<file path="src/bmc_pkg.sv">
// Package: offsets, fields, reset values and types of the bus-management CSR access block
package bmc_pkg;

   // ****************************************
   // Register offsets (byte addresses)
   // ****************************************
   localparam logic [7:0] BMC_OFF_DATA = 8'h0C;
   localparam logic [7:0] BMC_OFF_COMPARE = 8'h10;
   localparam logic [7:0] BMC_OFF_CTRL = 8'h14;
   localparam logic [7:0] BMC_OFF_ROM_HDR = 8'h18;
   localparam logic [7:0] BMC_OFF_BUS_NAME = 8'h1C;
   localparam logic [7:0] BMC_OFF_IRQ_STATUS = 8'h24;
   localparam logic [7:0] BMC_OFF_IRQ_MASK = 8'h28;
   localparam logic [7:0] BMC_OFF_DATA_LOAD = 8'h2C;
   localparam logic [7:0] BMC_OFF_COMPARE_LOAD = 8'h30;
   localparam logic [7:0] BMC_OFF_RES_BASE = 8'h40;

   // ****************************************
   // Field positions and constants
   // ****************************************
   localparam int BMC_DONE_BIT = 31;
   localparam int BMC_SEL_W = 2;
   localparam int BMC_RES_NUM = 4;
   localparam int BMC_IRQ_W = 1;
   localparam int BMC_HDR_UPPER_LSB = 16;
   localparam logic [31:0] BMC_BUS_NAME_VALUE = 32'h31333934;
   localparam logic BMC_DONE_RESET = 1'b1;
   localparam logic [1:0] BMC_SEL_RESET = 2'h0;
   localparam logic [15:0] BMC_HDR_UPPER_RESET = 16'h0000;
   localparam logic [15:0] BMC_HDR_CRC_RESET = 16'h0000;
   localparam logic [31:0] BMC_RES_RESET = 32'h00000000;
   localparam logic [31:0] BMC_ZERO = 32'h00000000;

   // Resource select codes
   localparam logic [1:0] BMC_SEL_BUS_MGR_ID = 2'h0;
   localparam logic [1:0] BMC_SEL_BANDWIDTH = 2'h1;
   localparam logic [1:0] BMC_SEL_CHAN_HI = 2'h2;
   localparam logic [1:0] BMC_SEL_CHAN_LO = 2'h3;

   typedef enum logic [1:0] {
      BMC_IDLE,
      BMC_SWAP
   } bmc_state_t;

   typedef struct packed {
      bmc_state_t state;
      logic compare_swap_done;
      logic [1:0] resource_select;
      logic [31:0] config_rom_first_quadlet;
      logic crc_loaded;
      logic [31:0] swap_data;
      logic [31:0] swap_compare;
      logic [BMC_RES_NUM-1:0][31:0] resource;
      logic [31:0] prdata;
      logic irq_status;
      logic irq_mask;
      logic [31:0] last_old_value;
   } bmc_regs_t;

endpackage

</file>
<file path="src/bmc_csr_access.sv">
// Bus-management CSR compare-swap control, ROM header and bus name registers over APB
`timescale 1ns/1ns

// Function
// (RULE1) Done flag bit 31 set after swap
// (RULE2) Any control write clears done flag
// (RULE3) Control bits 30..2 read zero
// (RULE4) Select field picks one of four resources
// (RULE5) Software keeps header lengths valid when linked
// (RULE6) Software keeps header CRC valid when linked
// (RULE7) CRC field loaded from serial ROM
// (RULE8) Header upper half resets zero, all RW
// (RULE9) Header register feeds remote ROM quadlet
// (RULE10) Bus name register fixed read-only constant
// (RULE11) Data register holds swap value, read-only
// (RULE12) Compare register holds compare value
// (RULE13) Select write starts atomic compare-swap
module bmc_csr_access
   import bmc_pkg::*;
(
   input wire logic pclk,
   input wire logic presetn,
   input wire logic clk_en,
   input wire logic psel,
   input wire logic penable,
   input wire logic pwrite,
   input wire logic [7:0] paddr,
   input wire logic [31:0] pwdata,
   input wire logic [3:0] pstrb,
   output logic [31:0] prdata,
   output logic pready,
   output logic pslverr,
   input wire logic rom_present,
   input wire logic rom_crc_valid,
   input wire logic [15:0] rom_crc_value,
   input wire logic link_active_enable,
   output logic [31:0] rom_first_quadlet,
   output logic [31:0] bus_info_first_quadlet,
   output logic [1:0] resource_select,
   output logic [BMC_RES_NUM*32-1:0] resource_values,
   output logic irq
);

   bmc_regs_t r_reg;
   bmc_regs_t r_next;
   logic wr_en;
   logic rd_en;
   logic mapped;
   logic [31:0] rd_word;
   logic [31:0] ctrl_word;
   logic [31:0] cur_res;
   logic swap_hit;
   logic done_evt;

   // ****************************************
   // APB decode
   // ****************************************
   // Zero wait states: every access completes in its first access cycle
   assign pready = 1'b1;
   assign wr_en = clk_en & psel & penable & pwrite;
   assign rd_en = clk_en & psel & penable & ~pwrite;

   // Reserved bits of the control word are tied low
   always_comb begin
      ctrl_word = BMC_ZERO;                                          // RULE3
      ctrl_word[BMC_DONE_BIT] = r_reg.compare_swap_done;              // RULE1
      ctrl_word[BMC_SEL_W-1:0] = r_reg.resource_select;
   end

   // Currently selected resource, compared against the compare word
   assign cur_res = r_reg.resource[r_reg.resource_select];            // RULE4
   assign swap_hit = (cur_res == r_reg.swap_compare);

   // Read multiplexer and unmapped address detection
   always_comb begin
      mapped = 1'b1;
      rd_word = BMC_ZERO;
      unique case (paddr)
         BMC_OFF_DATA: rd_word = r_reg.swap_data;                     // RULE11
         BMC_OFF_COMPARE: rd_word = r_reg.swap_compare;               // RULE12
         BMC_OFF_CTRL: rd_word = ctrl_word;
         BMC_OFF_ROM_HDR: rd_word = r_reg.config_rom_first_quadlet;
         BMC_OFF_BUS_NAME: rd_word = BMC_BUS_NAME_VALUE;              // RULE10
         BMC_OFF_IRQ_STATUS: rd_word = {31'h00000000, r_reg.irq_status};
         BMC_OFF_IRQ_MASK: rd_word = {31'h00000000, r_reg.irq_mask};
         BMC_OFF_DATA_LOAD: rd_word = r_reg.swap_data;
         BMC_OFF_COMPARE_LOAD: rd_word = r_reg.swap_compare;
         BMC_OFF_RES_BASE: rd_word = r_reg.resource[0];
         BMC_OFF_RES_BASE + 8'h04: rd_word = r_reg.resource[1];
         BMC_OFF_RES_BASE + 8'h08: rd_word = r_reg.resource[2];
         BMC_OFF_RES_BASE + 8'h0C: rd_word = r_reg.resource[3];
         default: mapped = 1'b0;
      endcase
   end

   // Unmapped addresses answer with an error; writes to read-only words are ignored
   assign pslverr = psel & penable & ~mapped;

   // ****************************************
   // Next-state logic
   // ****************************************
   always_comb begin
      r_next = r_reg;
      done_evt = 1'b0;
      if (rd_en) begin
         r_next.prdata = rd_word;
      end
      // ROM CRC is taken once after reset, before software may overwrite it
      if (!r_reg.crc_loaded) begin
         if (!rom_present) begin
            r_next.crc_loaded = 1'b1;
         end else if (rom_crc_valid) begin
            r_next.config_rom_first_quadlet[BMC_HDR_UPPER_LSB-1:0] = rom_crc_value; // RULE7
            r_next.crc_loaded = 1'b1;
         end
      end
      // Swap runs in the cycle after the select write, so it is atomic
      unique case (r_reg.state)
         BMC_IDLE: begin
         end
         BMC_SWAP: begin
            if (swap_hit) begin
               r_next.resource[r_reg.resource_select] = r_reg.swap_data; // RULE13
            end
            r_next.last_old_value = cur_res;
            r_next.compare_swap_done = 1'b1;                          // RULE1
            done_evt = 1'b1;
            r_next.state = BMC_IDLE;
         end
         default: r_next.state = BMC_IDLE;
      endcase
      if (wr_en) begin
         unique case (paddr)
            BMC_OFF_CTRL: begin
               r_next.compare_swap_done = 1'b0;                       // RULE2
               if (pstrb[0]) begin
                  r_next.resource_select = pwdata[BMC_SEL_W-1:0];      // RULE4
                  r_next.state = BMC_SWAP;                            // RULE13
               end
            end
            BMC_OFF_ROM_HDR: begin
               for (int b = 0; b < 4; b++) begin
                  if (pstrb[b]) begin
                     r_next.config_rom_first_quadlet[b*8 +: 8] = pwdata[b*8 +: 8]; // RULE8
                  end
               end
               // A software write must not be overwritten by a late ROM load
               r_next.crc_loaded = 1'b1;
            end
            BMC_OFF_IRQ_STATUS: begin
               if (pstrb[0] && pwdata[0]) begin
                  r_next.irq_status = 1'b0;
               end
            end
            BMC_OFF_IRQ_MASK: begin
               if (pstrb[0]) begin
                  r_next.irq_mask = pwdata[0];
               end
            end
            BMC_OFF_DATA_LOAD: begin
               r_next.swap_data = pwdata;
            end
            BMC_OFF_COMPARE_LOAD: begin
               r_next.swap_compare = pwdata;
            end
            default: begin
            end
         endcase
      end
      // Set wins over a clear in the same cycle
      if (done_evt) begin
         r_next.irq_status = 1'b1;
      end
   end

   // ****************************************
   // State register
   // ****************************************
   always_ff @(posedge pclk or negedge presetn) begin
      if (!presetn) begin
         r_reg.state <= BMC_IDLE;
         r_reg.compare_swap_done <= BMC_DONE_RESET;
         r_reg.resource_select <= BMC_SEL_RESET;
         r_reg.config_rom_first_quadlet <= {BMC_HDR_UPPER_RESET, BMC_HDR_CRC_RESET}; // RULE8
         r_reg.crc_loaded <= 1'b0;
         r_reg.swap_data <= BMC_ZERO;
         r_reg.swap_compare <= BMC_ZERO;
         r_reg.resource <= {BMC_RES_NUM{BMC_RES_RESET}};
         r_reg.prdata <= BMC_ZERO;
         r_reg.irq_status <= 1'b0;
         r_reg.irq_mask <= 1'b0;
         r_reg.last_old_value <= BMC_ZERO;
      end else if (clk_en) begin
         r_reg <= r_next;
      end
   end

   // ****************************************
   // Outputs
   // ****************************************
   // Live word during a read access phase, last read word held otherwise
   assign prdata = (psel & penable & ~pwrite) ? rd_word : r_reg.prdata;
   assign rom_first_quadlet = r_reg.config_rom_first_quadlet;          // RULE9
   assign bus_info_first_quadlet = BMC_BUS_NAME_VALUE;                 // RULE10
   assign resource_select = r_reg.resource_select;
   assign resource_values = r_reg.resource;
   assign irq = r_reg.irq_status & r_reg.irq_mask;

endmodule

</file>
<file path="config.mk">
export PLATFORM = sky130hd
export DESIGN_NAME = bmc_csr_access
export DESIGN_NICKNAME = d
export VERILOG_FILES = /design/src/bmc_pkg.sv /design/src/bmc_csr_access.sv
export SDC_FILE = /design/constraint.sdc
export NUM_CORES = 1
export LEC_CHECK = 0
export BUFFER_PORTS_ARGS = -buffer_cell sky130_fd_sc_hd__buf_2
export CAP_MARGIN = 20
export CELL_PAD_IN_SITES_DETAIL_PLACEMENT = 1
export CELL_PAD_IN_SITES_GLOBAL_PLACEMENT = 2
export CORE_AREA = 3 3 214 216
export CTS_CLUSTER_DIAMETER = 30
export DETAILED_ROUTE_END_ITERATION = 8
export DIE_AREA = 0 0 217 219
export PLACE_DENSITY = 0.74
export SYNTH_ARGS = -nofsm -noshare
export SYNTH_HDL_FRONTEND = slang
export SYNTH_SLANG_ARGS = --single-unit
</file>
<file path="constraint.sdc">
create_clock -name pclk -period 3.1 [get_ports pclk]
set_input_delay 0.62 -clock pclk [delete_from_list [all_inputs] [get_ports pclk]]
set_output_delay 0.62 -clock pclk [all_outputs]
set_load 0.05 [all_outputs]
</file>
* Word level (Yosys, flattened, before mapping)
Index checks and enable logic that the tools add are counted.
** Cells by class
- $lt $le $gt $ge :: 2
- Equal/unequal tests :: 15
- Muxes and demuxes :: 32
- Bitwise operators :: 10
- Reduce and logical (&&, ||, !) cells :: 18
** Operators with widths (count)
- $pmux W32 S11 :: 1
- $mux W32 :: 5
- $bwmux W128 :: 1
- $mux W102 :: 1
- $bmux W32 S2 :: 1
- $demux W32 S2 :: 1
- $mux W17 :: 2
- $mux W33 :: 1
- $eq A32 B32 Y1 :: 1
- $eq A8 B5 Y1 const B :: 4
- $eq A8 B6 Y1 const B :: 4
- $eq A8 B7 Y1 const B :: 4
- $mux W8 :: 4
- $reduce_and A4 Y1 :: 5
- $mux W16 :: 1
- $reduce_or A13 Y1 :: 1
- $mux W1 :: 9
- $reduce_and A3 Y1 :: 3
- $and A1 B1 Y1 :: 8
- $eq A8 B4 Y1 const B :: 1
- $mux W2 :: 4
- $reduce_bool A2 Y1 :: 3
- $mux W5 :: 1
- $reduce_or A2 Y1 :: 2
- 7 further kinds :: 9
** Storage, ports and cells
- Bits in registers :: 264
- Input port bits :: 69
- Output and inout port bits :: 229

* Longest topological paths before layout
- Depth after elaboration :: 6
- Depth in mapped cells :: 12

* Worst setup path before layout
OpenSTA, ideal clock, no wires.
- Path type :: input to output
- From :: input paddr[5]
- To :: output prdata[26]
- Arrival time :: 3578 ps
- Data required time :: 2480 ps
- Setup slack :: -1098 ps
- Stages on the path :: 6
- Buffers on the path :: 1
- Cells stage by stage :: or4b_2 > nor3_1 > clkbuf_1 > a22oi_1 > and3_1 > o21ai_0
** Between the ends
- Cells in the longest elaborated chain, start to end :: 4
- Elaborated cells between the ends (all ways) :: 17
** RTL lines
- start: declaration :: RTL line bmc_csr_access.sv:27 : input wire logic [7:0] paddr,
- $eq A8 B6 Y1 (tied with other cells) :: RTL line bmc_csr_access.sv:78 : unique case (paddr)
- $reduce_or A2 Y1 (no source line)
- $pmux W32 S11 * :: RTL line bmc_csr_access.sv:78
- $mux W32 * :: RTL line bmc_csr_access.sv:202 : assign prdata = (psel & penable & ~pwrite) ? rd_word : r_reg.prdata;
- end: declaration :: RTL line bmc_csr_access.sv:30 : output logic [31:0] prdata,
Mark *: on every way between the ends. The rest lies on a longest branch, timed or not.

* Final worst setup path
- From :: register resource_select[0] (netlist name)
- To :: register r_reg (netlist bit resource_values[102])
** Between the ends
- Cells in the longest elaborated chain, start to end :: 5
- Elaborated cells between the ends (all ways) :: 10
** RTL lines
- $lt A2 B3 Y1 (implied by the code) / $ge A2 B1 Y1 (equally long branches) :: RTL line bmc_csr_access.sv:123 : r_next.resource[r_reg.resource_select] = r_reg.swap_data;
- $logic_and A1 B1 Y1 (implied by the code) :: RTL line bmc_csr_access.sv:123
- $mux W32 (implied by the code) :: RTL line bmc_csr_access.sv:123
- $demux W32 S2 :: RTL line bmc_csr_access.sv:123
- $bwmux W128 :: RTL line bmc_csr_access.sv:123
- end signal: assignment :: RTL line bmc_csr_access.sv:194 : r_reg <= r_next;
- end: declaration :: RTL line bmc_csr_access.sv:44 : bmc_regs_t r_reg;
Parallel ways exist; a longest one is shown, timed or not. The select of a mux whose other input is x is not followed.
A chain may end at the register's enable or synchronous reset.

==> metrics.md <==
| Metric | Value |
|---|---|
| Clock Tree Root | clkbuf_16 |
| CP Capture Type | register |
| GRT Util Overall | 23.4% |
| CP Max Fanout | 19 |
| Most frequent cells in the layout | dfrtp_1, buf_2, buf_4 |
| Critical path class | register to register |
| DP HPWL | 40,100 µm |
| GR Overflow Total | 0 |
| Final setup skew | 0.0260 ns |
| Vias | 11,514 |
| IO Port Bufs | 263 |
| Flop-to-flop setup slack | -0.39 ns |
| Non-filler instance count after layout | 2,216 |
| Vias in the first global route | 12,580 |
| Tmin final | 3.49 ns |
| Combinational power share | 4.6% |
| Largest net degree at the start of global routing | 76 |
| Total Power | 0.0120 W |
| CTS buffer count | 74 |
| PnR worst setup slack | -0.385 ns |
| Fin. Hold Viols | 0 |
| Number of flip-flops in the largest register | 128 |
| CP Data Arrival Time | 3.92 ns |
| Clock power frac | 65.9% |
| Sw power | 0.00271 W |
| Post-CTS Hold Fix Bufs | 0 |
| H-tree levels | 3 |
| Die width | 217 µm |
| Final Core Density | 46.0% |
| Nets | 1,636 |
| Register bit count reported by yosys | 264 |
| Max-slew violations | 0 |
| Peak VDD IR | 342 µV |
| Proportion of synthesized chip area in sequential cells | 45.7% |
| Post-synth ARST share | 100% |
| Routed wire length | 57,200 µm |
| Worst slew margin | 56.8% |
| Initial drt markers | 606 |
| Drt pass-1 iters | 6 |
| RSZ-0062 raised after global routing | true |
| Die area | 0.0475 mm² |
| Clock Latency Late Sink | 0.57 ns |
| Fillers | 4,703 |
| Mapped Area | 0.0145 mm² |
| PwrDens | 593 mW/mm² |
| Initial antenna violation count | 2 |
| Period utilisation layout | 112% |
| R2r endpoint | resource_values[102]$_DFFE_PN0P_ |
| HP Class | input port to async pin |
| Synth unique cells | 49 |
| Top FF cell, synth | dfrtp_1 |
| Setup WS pre-CTS | -0.469 ns |
| Reg2reg start | resource_select[0]$_DFFE_PN0P_ |
| Final setup violation count | 160 |
| Failing checks | negative setup slack |
| Clock Tree Buf Depth | 3 |
| Commonest non-fill, non-tap cell in the layout | dfrtp_1 |
| Pleak | 9.90 nW |
| Max Clk Rate | 287 MHz |
| DR vias/cell | 5.20 |
| Worst-Margin Slew | 0.648 ns |
| Seq pwr share | 29.5% |
| Yosys warning count | 0 |
| Avg Inst Size Synth | 11.5 µm² |
| Placed cell count | 2,068 |
| CTS Sinks | 264 |
| DRT antenna net count | 0 |
| CTS tree | yes |
| WL/cell | 25.8 µm |
| Placer Congestion | 0.832 |
| Core Box Area | 0.0441 mm² |
| Die height | 219 µm |
| # Max-Cap Violations | 0 |
| Critical Path RT | 3.53 ns |
| Number of synthesized flops with an enable pin | 0 |
| Area of the multi-input gates | 0.00679 mm² |
| Startpoint Class | register |
| Initial Util | 32.8% |
| Cells after Synth | 1,253 |
| Switching Fraction | 22.6% |
| Residual DRC count | 0 |
| Fraction of layout cells with a size suffix above 1 | 55.4% |
| Area occupied by registers | 0.00661 mm² |
| Outcome | finished, violations left |
| Syn-to-layout area delta | 40.4% |
| Register-to-Register Path Depth | 9 |
| I/O pin cnt | 298 |
| CTS clk-pin slew, worst paths | 0.05 ns |
| First-pass GRT wire length | 82,800 µm |
| Setup TNS | -45.72 ns |
| Std cell rows | 77 |
| Internal power | 0.00932 W |
logic make-up (layout without fill, tap and decap cells):
kind of cell,count (synthesis),in the layout,share of synthesized area (%)
other cells,2,35,0.0519
compound gates,227,227,10.6
flops,264,264,45.7
mux,260,260,22.3
xor+xnor,37,37,2.24
buf+inv,268,606,12.5
simple gates,195,195,6.56
repair_timing:
action / CTS / global route
buffers inserted: 5 / 7
endpoints found under the setup margin: 160 / 160
pin swaps: 6 / 5
cloned: 0 / 3
gates resized for setup: 51 / 37
metrics by stage:
stage / instance area (µm²) / hold slack, ns
2_1_floorplan: 15000 / 0.324
3_3_place_gp: 17200 / 0.461
3_5_place_dp: 17200 / 0.470
4_1_cts: 20000 / 0.0322
5_1_grt: 20300 / 0.0510
6_report: 20300 / 0.0128
area by class of cell:
type | instances | share of cell area [%]
multi-input cells | 752 | 33.5
flip-flops and latches | 264 | 32.6
repair buffers | 473 | 17.4
clock buffers | 100 | 10.6
well taps | 592 | 3.65
clock inverters | 31 | 2.30
inverters | 2 | 0.0370
diodes | 2 | 0.0247
how the worst max path moves through the flow:
| stage | startpoint | end | slack, ns |
|---|---|---|---|
| finish | resource_select[0]$_DFFE_PN0P_ | resource_values[102]$_DFFE_PN0P_ | -0.39 |
| floorplan | resource_select[0]$_DFFE_PN0P_ | resource_values[34]$_DFFE_PN0P_ | -0.18 |
| global route | resource_select[0]$_DFFE_PN0P_ | resource_values[94]$_DFFE_PN0P_ | -0.50 |
| detailed placement | resource_select[0]$_DFFE_PN0P_ | resource_values[55]$_DFFE_PN0P_ | -0.47 |
| CTS | resource_select[0]$_DFFE_PN0P_ | resource_values[102]$_DFFE_PN0P_ | -0.40 |
| global placement | resource_select[0]$_DFFE_PN0P_ | resource_values[100]$_DFFE_PN0P_ | -0.46 |
power by group through the flow:
| stage | Clock [W] | Combinational (W) | Sequential, W |
|---|---|---|---|
| after detailed placement | 0 | 0.000557 | 0.00359 |
| final | 0.00793 | 0.000555 | 0.00354 |
| after global routing | 0.00828 | 0.000596 | 0.00355 |
| after floorplan | 0 | 0.000372 | 0.00357 |
| after CTS | 0.00806 | 0.000562 | 0.00355 |
| after global placement | 0 | 0.000548 | 0.00359 |
per-layer routing:
| layer | up-vias | GRT usage, % | wire (µm) |
|---|---|---|---|
| li1 | 5016 | - | - |
| met1 | 5971 | 29.1 | 23500 |
| met2 | 433 | 39.9 | 28400 |
| met3 | 94 | 5.33 | 3680 |
| met4 | 0 | 8.68 | 1570 |
| met5 | - | 0 | 0 |
worst max-delay path, stage by stage, from the launching register on:
cell       delay (ns)
dfrtp_4          0.49
buf_12           0.19
mux2i_1          0.34
o21ai_0          0.18
nor4_2           0.34
o2111ai_2        0.18
or4_4            0.60
or4_4            0.48
buf_12           0.21
mux2_4           0.31
cells in the mapped netlist, types with 2 or more instances:
cell type | count | area [µm²]
nor4_1 | 8 | 50.1
nand3b_1 | 2 | 15.0
nor2b_1 | 4 | 25.0
mux4_2 | 20 | 450
nor3_1 | 6 | 30.0
or4_1 | 3 | 22.5
buf_6 | 5 | 56.3
inv_1 | 2 | 7.51
nand4_1 | 3 | 18.8
and3_1 | 31 | 194
o21ai_0 | 68 | 340
and2_1 | 3 | 18.8
xnor2_1 | 16 | 140
mux2_1 | 6 | 67.6
dfrtp_1 | 263 | 6580
o22ai_1 | 18 | 113
a31oi_1 | 2 | 12.5
a222oi_1 | 16 | 160
nand2b_1 | 4 | 25.0
buf_4 | 198 | 1490
nor2_1 | 33 | 124
mux2_2 | 176 | 1980
conb_1 | 2 | 7.51
a21boi_1 | 2 | 15.0
mux2i_1 | 28 | 280
clkbuf_1 | 45 | 169
nor4_2 | 2 | 25.0
a22oi_1 | 63 | 473
xor2_1 | 21 | 184
nand2_1 | 83 | 312
a221oi_1 | 15 | 131
a21oi_1 | 19 | 95.1
mux2_4 | 30 | 450
or4b_2 | 2 | 20.0
a22o_1 | 5 | 43.8
or2_2 | 3 | 18.8
buf_2 | 12 | 60.1
o21a_1 | 13 | 97.6
buf_1 | 6 | 22.5
nand3_1 | 6 | 30.0
Power figures use the tool's default switching activity.
